`config.mk`:
```
export PLATFORM = sky130hd
export DESIGN_NAME = kbd_matrix_scanner
export DESIGN_NICKNAME = d
export VERILOG_FILES = /design/src/core/kbd_scan_pkg.sv /design/src/core/kbd_row_encoder.sv /design/src/core/kbd_matrix_scanner.sv
export SDC_FILE = /design/constraint.sdc
export NUM_CORES = 1
export LEC_CHECK = 0
export BUFFER_PORTS_ARGS = -buffer_cell sky130_fd_sc_hd__buf_4
export CORE_MARGIN = 5
export CORE_UTILIZATION = 40
export CTS_CLUSTER_SIZE = 30
export DETAILED_ROUTE_END_ITERATION = 7
export GPL_ROUTABILITY_DRIVEN = 0
export HOLD_SLACK_MARGIN = 0.12
export PLACE_DENSITY = 0.6
export SLEW_MARGIN = 30
export SYNTH_ARGS = -nofsm -noshare
export SYNTH_HDL_FRONTEND = slang
export SYNTH_HIERARCHICAL = 1
export SYNTH_SLANG_ARGS = --single-unit
```
`constraint.sdc`:
```
create_clock -name REF_CLK -period 6.7 [get_ports REF_CLK]
set_input_delay 2.01 -clock REF_CLK [delete_from_list [all_inputs] [get_ports REF_CLK]]
set_output_delay 2.01 -clock REF_CLK [all_outputs]
set_load 0.005 [all_outputs]
```
`src/core/kbd_scan_pkg.sv`:
```
/*
 * shared constants and carriers for the key matrix scanner.
 * assumes a single 20 MHz clock and a synchronous active-high reset.
 */
package kbd_scan_pkg;
   localparam int         CLK_HZ          = 20_000_000;
   localparam int         NUM_COLS        = 13;
   localparam int         NUM_ROWS        = 8;
   localparam int         NUM_KEYS        = 104;
   localparam int         DEC_COLS        = 12;
   localparam logic [3:0] LAST_DEC_COL    = 4'hb;
   localparam logic [3:0] EXTRA_COL       = 4'hc;
   // column dwell: time for capacitive coupling to settle, in ns
   localparam int         DWELL_NS        = 5000;
   localparam int         DWELL_CYC       = (DWELL_NS * (CLK_HZ / 1_000_000) + 999) / 1000;
   // serial bit period in ns
   localparam int         BIT_NS          = 10000;
   localparam int         BIT_CYC         = (BIT_NS * (CLK_HZ / 1_000_000)) / 1000;
   localparam int         KEY_W           = 7;
   localparam logic       LINE_IDLE       = 1'b1;
   localparam logic [6:0] KEY_RST         = 7'h00;

   typedef struct packed {
      logic [3:0] code;   // binary column code to the decoder
      logic       last;   // fifth scan output, inverted for column 13
   } scan_out_s;

   typedef struct packed {
      logic       valid;
      logic [3:0] row;
      logic [3:0] col;
   } hit_s;
endpackage : kbd_scan_pkg

```
`src/core/kbd_row_encoder.sv`:
```
/*
 * row encoder: one-hot row lines in, 4-bit position code out.
 * assumes rows are synchronous levels, high where the strobe couples through.
 */
module kbd_row_encoder #(
   parameter int ROWS = 8
) (
   input  wire logic [ROWS-1:0] rows,
   output logic      [3:0]      code,
   output logic                 hit
);
   // lowest row wins; several rows in one column report only the lowest
   always_comb begin
      code = 4'h0;
      hit  = 1'b0;
      for (int i = ROWS - 1; i >= 0; i--) begin
         if (rows[i]) begin
            code = 4'(i);
            hit  = 1'b1;
         end
      end
   end
endmodule : kbd_row_encoder

```
`src/core/kbd_matrix_scanner.sv`:
```
/*
 * key matrix scanner: column strobes, row encode, key lookup, serial report.
 * assumes row inputs are synchronous to REF_CLK and the receiver samples
 * KEY_SERIAL_LINE at the bit rate with one start bit low and lsb first.
 */
// Operation
// - scan thirteen columns by eight rows, 104 keys
// - five scan outputs: 4-bit code plus one
// - decoder makes twelve column strobes from code
// - strobes one at a time, columns 0 to B
// - column thirteen is inverse of fifth output
// - pressed key routes column strobe to row
// - row encoder gives 4-bit position code
// - code plus column index the key table
// - key number sent serially on one line
module kbd_matrix_scanner #(
   parameter int DWELL = kbd_scan_pkg::DWELL_CYC,
   parameter int BITP  = kbd_scan_pkg::BIT_CYC
) (
   input  wire logic        REF_CLK,
   input  wire logic        RST,
   input  wire logic [7:0]  ROW_IN,
   output logic      [3:0]  COLUMN_CODE_OUTPUTS,
   output logic             LAST_COLUMN_SCAN_OUT,
   output logic      [11:0] COLUMN_STROBE,
   output logic             LAST_COLUMN_STROBE,
   output logic             KEY_SERIAL_LINE
);
   typedef enum logic [2:0] {
      TX_IDLE  = 3'b001,
      TX_START = 3'b010,
      TX_DATA  = 3'b100
   } tx_state_e;

   ////////////////////////////////////////////////////////////////////////////////
   // column scan
   logic [3:0]  col_r;
   logic [15:0] dwell_r;
   logic        col_end;
   assign col_end = (dwell_r == 16'(DWELL - 1));

   always_ff @(posedge REF_CLK) begin
      if (RST) begin
         col_r   <= 4'h0;
         dwell_r <= 16'h0000;
      end else if (col_end) begin
         dwell_r <= 16'h0000;
         col_r   <= (col_r == kbd_scan_pkg::EXTRA_COL) ? 4'h0 : col_r + 4'h1;
      end else begin
         dwell_r <= dwell_r + 16'h0001;
      end
   end

   // decoder active-high one-hot; the extra column drives the fifth line low
   function automatic logic [11:0] dec_col(input logic [3:0] c);
      logic [11:0] v;
      v = 12'h000;
      if (c <= kbd_scan_pkg::LAST_DEC_COL) v[c] = 1'b1;
      return v;
   endfunction : dec_col

   kbd_scan_pkg::scan_out_s scan_nxt;
   always_comb begin
      scan_nxt.code = (col_r <= kbd_scan_pkg::LAST_DEC_COL) ? col_r : 4'hf;
      scan_nxt.last = (col_r != kbd_scan_pkg::EXTRA_COL);
   end

   always_ff @(posedge REF_CLK) begin
      if (RST) begin
         COLUMN_CODE_OUTPUTS  <= 4'hf;
         LAST_COLUMN_SCAN_OUT <= 1'b1;
         COLUMN_STROBE        <= 12'h000;
         LAST_COLUMN_STROBE   <= 1'b0;
      end else begin
         COLUMN_CODE_OUTPUTS  <= scan_nxt.code;
         LAST_COLUMN_SCAN_OUT <= scan_nxt.last;
         COLUMN_STROBE        <= dec_col(col_r);
         LAST_COLUMN_STROBE   <= ~scan_nxt.last;
      end
   end

   ////////////////////////////////////////////////////////////////////////////////
   // row sense, sampled at the end of the dwell so the strobe has settled
   logic [3:0] row_code;
   logic       row_hit;
   kbd_row_encoder #(.ROWS(kbd_scan_pkg::NUM_ROWS)) u_row_encoder (
      .rows (ROW_IN),
      .code (row_code),
      .hit  (row_hit)
   );

   kbd_scan_pkg::hit_s hit;
   assign hit.valid = col_end & row_hit;
   assign hit.row   = row_code;
   assign hit.col   = col_r;

   // key number = column*8 + row; table holds identity mapping by default
   function automatic logic [6:0] key_index(input logic [3:0] c, input logic [3:0] r);
      return {c, r[2:0]};
   endfunction : key_index

   logic [6:0] key_table [0:127];
   always_comb begin
      for (int i = 0; i < 128; i++) key_table[i] = 7'(i);
   end

   ////////////////////////////////////////////////////////////////////////////////
   // press memory: one bit per key position
   logic [103:0] down_r;
   logic [6:0]   idx;
   logic         fresh;
   logic         tx_busy;
   assign idx   = key_index(hit.col, hit.row);
   assign fresh = hit.valid && !down_r[idx] && !tx_busy;

   // a key that is held while the line is busy stays unmarked and is retried
   always_ff @(posedge REF_CLK) begin
      if (RST) begin
         down_r <= '0;
      end else if (col_end) begin
         for (int r = 0; r < kbd_scan_pkg::NUM_ROWS; r++) begin
            if (!ROW_IN[r]) down_r[key_index(col_r, 4'(r))] <= 1'b0;
         end
         if (fresh) down_r[idx] <= 1'b1;
      end
   end

   ////////////////////////////////////////////////////////////////////////////////
   // serial report: start bit low, seven data bits lsb first, back to idle
   tx_state_e  tx_r;
   logic [6:0] sh_r;
   logic [2:0] bitn_r;
   logic [15:0] bt_r;
   logic        bt_end;
   assign bt_end  = (bt_r == 16'(BITP - 1));
   assign tx_busy = (tx_r != TX_IDLE);

   always_ff @(posedge REF_CLK) begin
      if (RST) begin
         tx_r            <= TX_IDLE;
         sh_r            <= kbd_scan_pkg::KEY_RST;
         bitn_r          <= 3'h0;
         bt_r            <= 16'h0000;
         KEY_SERIAL_LINE <= kbd_scan_pkg::LINE_IDLE;
      end else begin
         bt_r <= (tx_r == TX_IDLE || bt_end) ? 16'h0000 : bt_r + 16'h0001;
         case (tx_r)
            TX_IDLE: begin
               if (fresh) begin
                  sh_r            <= key_table[idx];
                  tx_r            <= TX_START;
                  KEY_SERIAL_LINE <= 1'b0;
               end
            end
            TX_START: begin
               if (bt_end) begin
                  tx_r            <= TX_DATA;
                  bitn_r          <= 3'h0;
                  KEY_SERIAL_LINE <= sh_r[0];
                  sh_r            <= {1'b0, sh_r[6:1]};
               end
            end
            TX_DATA: begin
               if (bt_end) begin
                  if (bitn_r == 3'(kbd_scan_pkg::KEY_W - 1)) begin
                     tx_r            <= TX_IDLE;
                     KEY_SERIAL_LINE <= kbd_scan_pkg::LINE_IDLE;
                  end else begin
                     bitn_r          <= bitn_r + 3'h1;
                     KEY_SERIAL_LINE <= sh_r[0];
                     sh_r            <= {1'b0, sh_r[6:1]};
                  end
               end
            end
            default: begin
               tx_r            <= TX_IDLE;
               KEY_SERIAL_LINE <= kbd_scan_pkg::LINE_IDLE;
            end
         endcase
      end
   end
endmodule : kbd_matrix_scanner

```
==> results of run 1 <==
[worst max-delay path by stage]
stage / from / depth (start not counted) / slack (ps) / endpoint
floorplan: ROW_IN[2] / 12 / 1890 / down_r[19]
global placement: ROW_IN[3] / 12 / 810 / down_r[46]
detailed placement: ROW_IN[3] / 12 / 680 / down_r[56]
CTS: ROW_IN[3] / 12 / 1140 / down_r[88]
global route: ROW_IN[3] / 12 / 830 / down_r[56]
finish: ROW_IN[3] / 12 / 1030 / down_r[56]
[power by group]
group / internal (uW) / leakage (uW) / total [uW] / switching, uW
logic: 27.6 / 0.00109 / 87.8 / 60.3
registers: 1030 / 0.00139 / 1030 / 1.85
clock network: 595 / 0.000298 / 1030 / 433
total: 1650 / 0.00278 / 2140 / 495
[sequential cells by signal, summed over array words and instances (netlist names)]
register	cells
KEY_SERIAL_LINE	1
dwell_r	16
LAST_COLUMN_STROBE	1
LAST_COLUMN_SCAN_OUT	1
col_r	4
tx_r	3
sh_r	7
bitn_r	3
down_r	104
bt_r	16
COLUMN_STROBE	12
COLUMN_CODE_OUTPUTS	4
[cell usage in the layout (no fill, tap or decap), types with 3 or more instances in the layout]
master and count:
clkbuf_16 17, a221o_1 5, nand2_1 40, a221oi_1 15
or3_1 8, mux2_2 6, a21oi_1 15, nor2_1 77
o22ai_1 96, dfxtp_1 172, nor3_1 10, xnor2_1 12
o41ai_1 7, nand3_4 4, inv_6 5, and3_1 4
or2_2 15, mux4_2 3, bufinv_16 3, inv_1 16
nor2b_1 9, nor3b_1 3, and2_1 7, xor2_1 17
nand4_1 4, nor4_1 7, buf_4 32, mux2i_1 30
o21ai_0 118, a22oi_1 5, nand2b_1 14, and2b_1 3
o32ai_1 10, nand3_1 17, ha_1 8
[area by class of cell]
cell class | count | area [um^2]
tap | 260 | 325
sequential | 172 | 3440
multi-input combinational | 606 | 3910
clock buffer | 18 | 429
inverter | 16 | 60.1
fill | 1892 | 10300
clock inverter | 14 | 180
timing repair buffer | 33 | 260
[per-stage QoR]
step	hold WS, ps	utilization (%)
after CTS	453	45.5
after global placement	433	42.3
after floorplan	418	-
after detailed placement	444	42.3
final	447	45.5
after global routing	487	45.5
[metal layers]
metal	vias to the layer above	GRT usage, %	routed length, um
li1	3162	-	-
met1	3154	26.8	9570
met2	224	29.5	9700
met3	44	3.25	1320
met4	0	8.15	658
met5	-	0	0
[critical path, stage by stage]
cell	delay (ps)
buf_4	180
nor4_2	310
nor2b_2	430
buf_4	370
nor2_1	160
a221oi_1	280
o21ai_0	130
o221a_2	260
o31ai_2	330
and4_4	500
nand3_1	640
o22ai_1	370
==> metrics, run 1 <==
status=finished clean; DIE HEIGHT=149 um; initial antenna violation count=0; nets=864; Worst setup SP type=input pin; num ports=29; largest fanout on the critical path=22; clock root buffer=clkbuf_16; first-pass iteration count of the detailed router=5; Max Clk Rate=176 MHz; Clk pin slew, worst setup/hold paths=60 ps; cells after synthesis=867; ANT cells=0; setup repair after global routing missed its margin=false; crit path capture type=flop; PwrDens=249 nW/um^2; WP data arrival=6010 ps; vias in the first global route=6073; Critical R2R Launch=dwell_r[0]; crit path kind=input pin to flop; fin crit share=84.6%; global-route usage over all layers=19.2%; post-DR vias/cell=5.88; Resized cells post-CTS=0; Avg WL per Cell=19.0 um; htree depth=4; Core Footprint=18900 um^2; Sink Count=172; Hold Crit Depth=1; Post-CTS Setup Repair Bufs=0; clk_lat worst skew=440 ps; Die Wd=149 um; GRT overflow=0; first-pass GRT wire length=33700 um; area grow syn2layout=11.1%; Rel. slew slack=46.6%; Setup WS pre-CTS=683 ps; final setup violation count=0; DRC viols=0; Worst Hold End=bt_r[0]; Routed WL=21300 um; largest net degree at the start of global routing=92; cts hold-fix bufs=0; final setup TNS=0 ps; starting DRC count in detailed routing=693; CTS buffer count=17; Fin. Hold Viols=0; Syn Area/Cell=8.93 um^2; post-DP HPWL=13800 um; CTS Buffer Depth=2; fin cells=1119; Ys Warns=6; die area=22200 um^2; syn nets=885; Slew @ Worst Pin=798 ps; reg2reg path depth=9; Initial Util=41.0%; Max-Cap Viols=0; Tmin final=5670 ps; layout cells sized above 1=12.2%; Final Max Tran Viols=0; worst reg2reg setup slack=3060 ps; Finished Cell Area=8610 um^2; critical hold path startpoint=bt_r[0]; PnR worst setup slack=1030 ps; leakage=0.00278 uW; PortBufs=28; Netlist Area Pre-Place=7740 um^2; placed cells=1087; final total power=2140 uW; CTS tree=yes; Final Skew=13.0 ps; Final ANT Viol Nets=0; row count=50; WP data required=7040 ps; Hold WC Path Type=flop to flop; vias=6584; worst vdd ir=0.000174 V; placed cell area=8000 um^2; worst r2r dst=down_r[56]
(Power assumes the default switching activity.)
==> inputs of run 2 (changes only) <==
--- a/config.mk
+++ b/config.mk
@@ -5,6 +5,7 @@
 export SDC_FILE = /design/constraint.sdc
 export NUM_CORES = 1
 export LEC_CHECK = 0
+export ABC_AREA = 1
 export BUFFER_PORTS_ARGS = -buffer_cell sky130_fd_sc_hd__buf_4
 export CORE_MARGIN = 5
 export CORE_UTILIZATION = 40
@@ -12,7 +13,7 @@
 export DETAILED_ROUTE_END_ITERATION = 7
 export GPL_ROUTABILITY_DRIVEN = 0
 export HOLD_SLACK_MARGIN = 0.12
-export PLACE_DENSITY = 0.6
+export PLACE_DENSITY = 0.59
 export SLEW_MARGIN = 30
 export SYNTH_ARGS = -nofsm -noshare
 export SYNTH_HDL_FRONTEND = slang
==> constraint.sdc (replaced) <==
create_clock -name REF_CLK -period 5.7 [get_ports REF_CLK]
set_input_delay 1.71 -clock REF_CLK [delete_from_list [all_inputs] [get_ports REF_CLK]]
set_output_delay 1.71 -clock REF_CLK [all_outputs]
set_load 0.005 [all_outputs]
==> run 2 against run 1 <==
Compared with the run above: global-route usage up 1.7 points; clock skew up 1.0 ps; synthesized cell count up 38%; total power up 21%.
==> metrics, run 2 <==
status=finished clean; Largest Register=down_r; DRC viols=0 (unchanged); Tmin final=4410 ps; largest net degree at the start of global routing=66 (-28%); Largest register FFs=104 (unchanged); crit path kind=input pin to flop; PwrDens=280 nW/um^2 (+13%); post-DP HPWL=16800 um (+22%); Slowest-stage cell, CP=nor2_1; logic gate share of total power=10.3% (+6.2 points); Final Skew=14.1 ps (+1.03 ps); final setup TNS=0 ps (unchanged); Final ANT Viol Nets=0 (unchanged); Critical Path, Cell by Cell=buf_4, inv_1, nand4_1, nor2_1, inv_1, nor2_1, buf_4, nand3_1, nand2_1, o21ai_1, nand4_1, nand2_1, nand2_1, nor2_2, nand2_2, clkinv_2, buf_12, nand3_1, a21oi_1; worst reg2reg setup slack=3090 ps (+30 ps); Top Layer Used=met4; commonest cells after routing, fill and taps aside=224 x nand2_1, 172 x dfxtp_1, 150 x inv_1; Int Pwr=1860 uW (+13%); CTS Buffer Depth=2 (unchanged); CP max stage delay=400 ps (-240 ps); Worst setup SP type=input pin; CP dominant cell by count=nand2_1; largest fanout on the critical path=34 (+55%); Post-CTS Setup Repair Bufs=0 (unchanged); switch share=28.5% (+5.3 points); post-DR vias/cell=5.38 (-8.5%); clk_lat worst skew=440 ps (about the same); Largest regs=down_r x104, bt_r x16, dwell_r x16; Max-Cap Viols=0 (unchanged); Core Footprint=20300 um^2 (+7.4%); WL met1=11300 um (+18%); placed cells=1463 (+35%); Resized cells post-CTS=0 (unchanged); clock network power share=42.4% (-5.6 points); CTS buffer count=17 (unchanged); footprint of the multi-input gates=3970 um^2 (+1.6%); cells after synthesis=1200 (+38%); Syn Area/Cell=6.90 um^2 (-23%); leakage=0.00353 uW (+27%); Setup WS pre-CTS=881 ps (+198 ps); CTS tree=yes; fin crit share=77.4%; Avg WL per Cell=16.7 um (-12%); Hold WC Path Type=flop to flop; placed cell area=8740 um^2 (+9.2%); Die Wd=154 um (+3.2%); clock root buffer=clkbuf_16; Sequential Area=3440 um^2 (unchanged); syn nets=1218 (+38%); Psw=739 uW (+49%); fin cells=1494 (+34%); # fillers=2140 (+13%); Ys Warns=6 (unchanged); initial antenna violation count=0 (unchanged); Finished Cell Area=9270 um^2 (+7.8%); layout cells sized above 1=7.68% (-4.5 points); most common cell after layout, fill and taps aside=nand2_1; vias=8039 (+22%); row count=52 (+4.0%); worst vdd ir=0.000189 V (+8.2%); first-pass iteration count of the detailed router=6 (+1); ANT cells=0 (unchanged); WP data arrival=4700 ps (-1310 ps); first-pass GRT wire length=40300 um (+20%); htree depth=4 (unchanged); Sequential Power Share=47.3% (-0.6 points); Sink Count=172 (unchanged); DIE HEIGHT=154 um (+3.2%); Fin. Hold Viols=0 (unchanged); Routed WL=25000 um (+18%); nets=1230 (+42%); met2 routed WL=11700 um (+20%); Slew @ Worst Pin=862 ps (+63.3 ps); crit path capture type=flop; area grow syn2layout=12.0%; starting DRC count in detailed routing=714 (+3.0%); Max Clk Rate=227 MHz; setup repair after global routing missed its margin=false; PnR worst setup slack=1290 ps (+256 ps); global-route usage over all layers=21.0% (+1.7 points); final setup violation count=0 (unchanged); met3 routed WL=1440 um (+8.8%); vias in the first global route=7419 (+22%); Clk pin slew, worst setup/hold paths=70 ps (about the same); die area=23700 um^2 (+6.5%); cts hold-fix bufs=0 (unchanged); num ports=29 (unchanged); WP data required=5980 ps (-1060 ps); Core Util, Final=45.7% (+0.14 points); Netlist Area Pre-Place=8280 um^2 (+6.9%); GRT overflow=0 (unchanged); Final Max Tran Viols=0 (unchanged); Initial Util=40.8% (-0.20 points); PortBufs=28 (unchanged); Rel. slew slack=42.4% (-4.3 points)
-- run 2: cell type report --
type | count | share of cell area, %
clock inverter | 13 | 1.17
multi-input combinational | 817 | 42.8
timing repair buffer | 51 | 4.40
tap | 270 | 3.64
sequential | 172 | 37.1
inverter | 153 | 6.23
clock buffer | 18 | 4.63
-- run 2: metal layers --
layer | vias to the layer above | GRT usage (%)
li1 | 3987 | -
met1 | 3774 | 28.5
met2 | 238 | 34.1
met3 | 40 | 3.18
met4 | 0 | 7.23
met5 | - | 0
-- run 2: critical path: cells and delay by family --
family | cells | cell delay [ps]
AOI/OAI and AO/OA | 2 | 160
buffers and inverters | 6 | 1260
and+or+nand+nor | 11 | 1500
-- run 2: power groups by stage --
stage | clock network (uW) | registers (uW) | logic [uW]
6_report | 1100 | 1230 | 268
3_3_place_gp | 0 | 1250 | 262
2_1_floorplan | 0 | 1250 | 179
4_1_cts | 1120 | 1230 | 265
3_5_place_dp | 0 | 1260 | 264
5_1_grt | 1170 | 1230 | 297
-- run 2: metrics by stage --
step	hold WS, ps	total power [uW]
after detailed placement	439	1520
final	451	2600
after CTS	456	2610
after global routing	489	2690
after floorplan	418	1430
after global placement	429	1520
-- run 2: worst paths after layout --
check	from	to	cells past startpoint
setup / recovery	ROW_IN[1]	down_r[27]	19
hold / removal	dwell_r[0]	dwell_r[0]	1
setup reg to reg	col_r[0]	down_r[49]	7
hold reg to reg	dwell_r[0]	dwell_r[0]	1
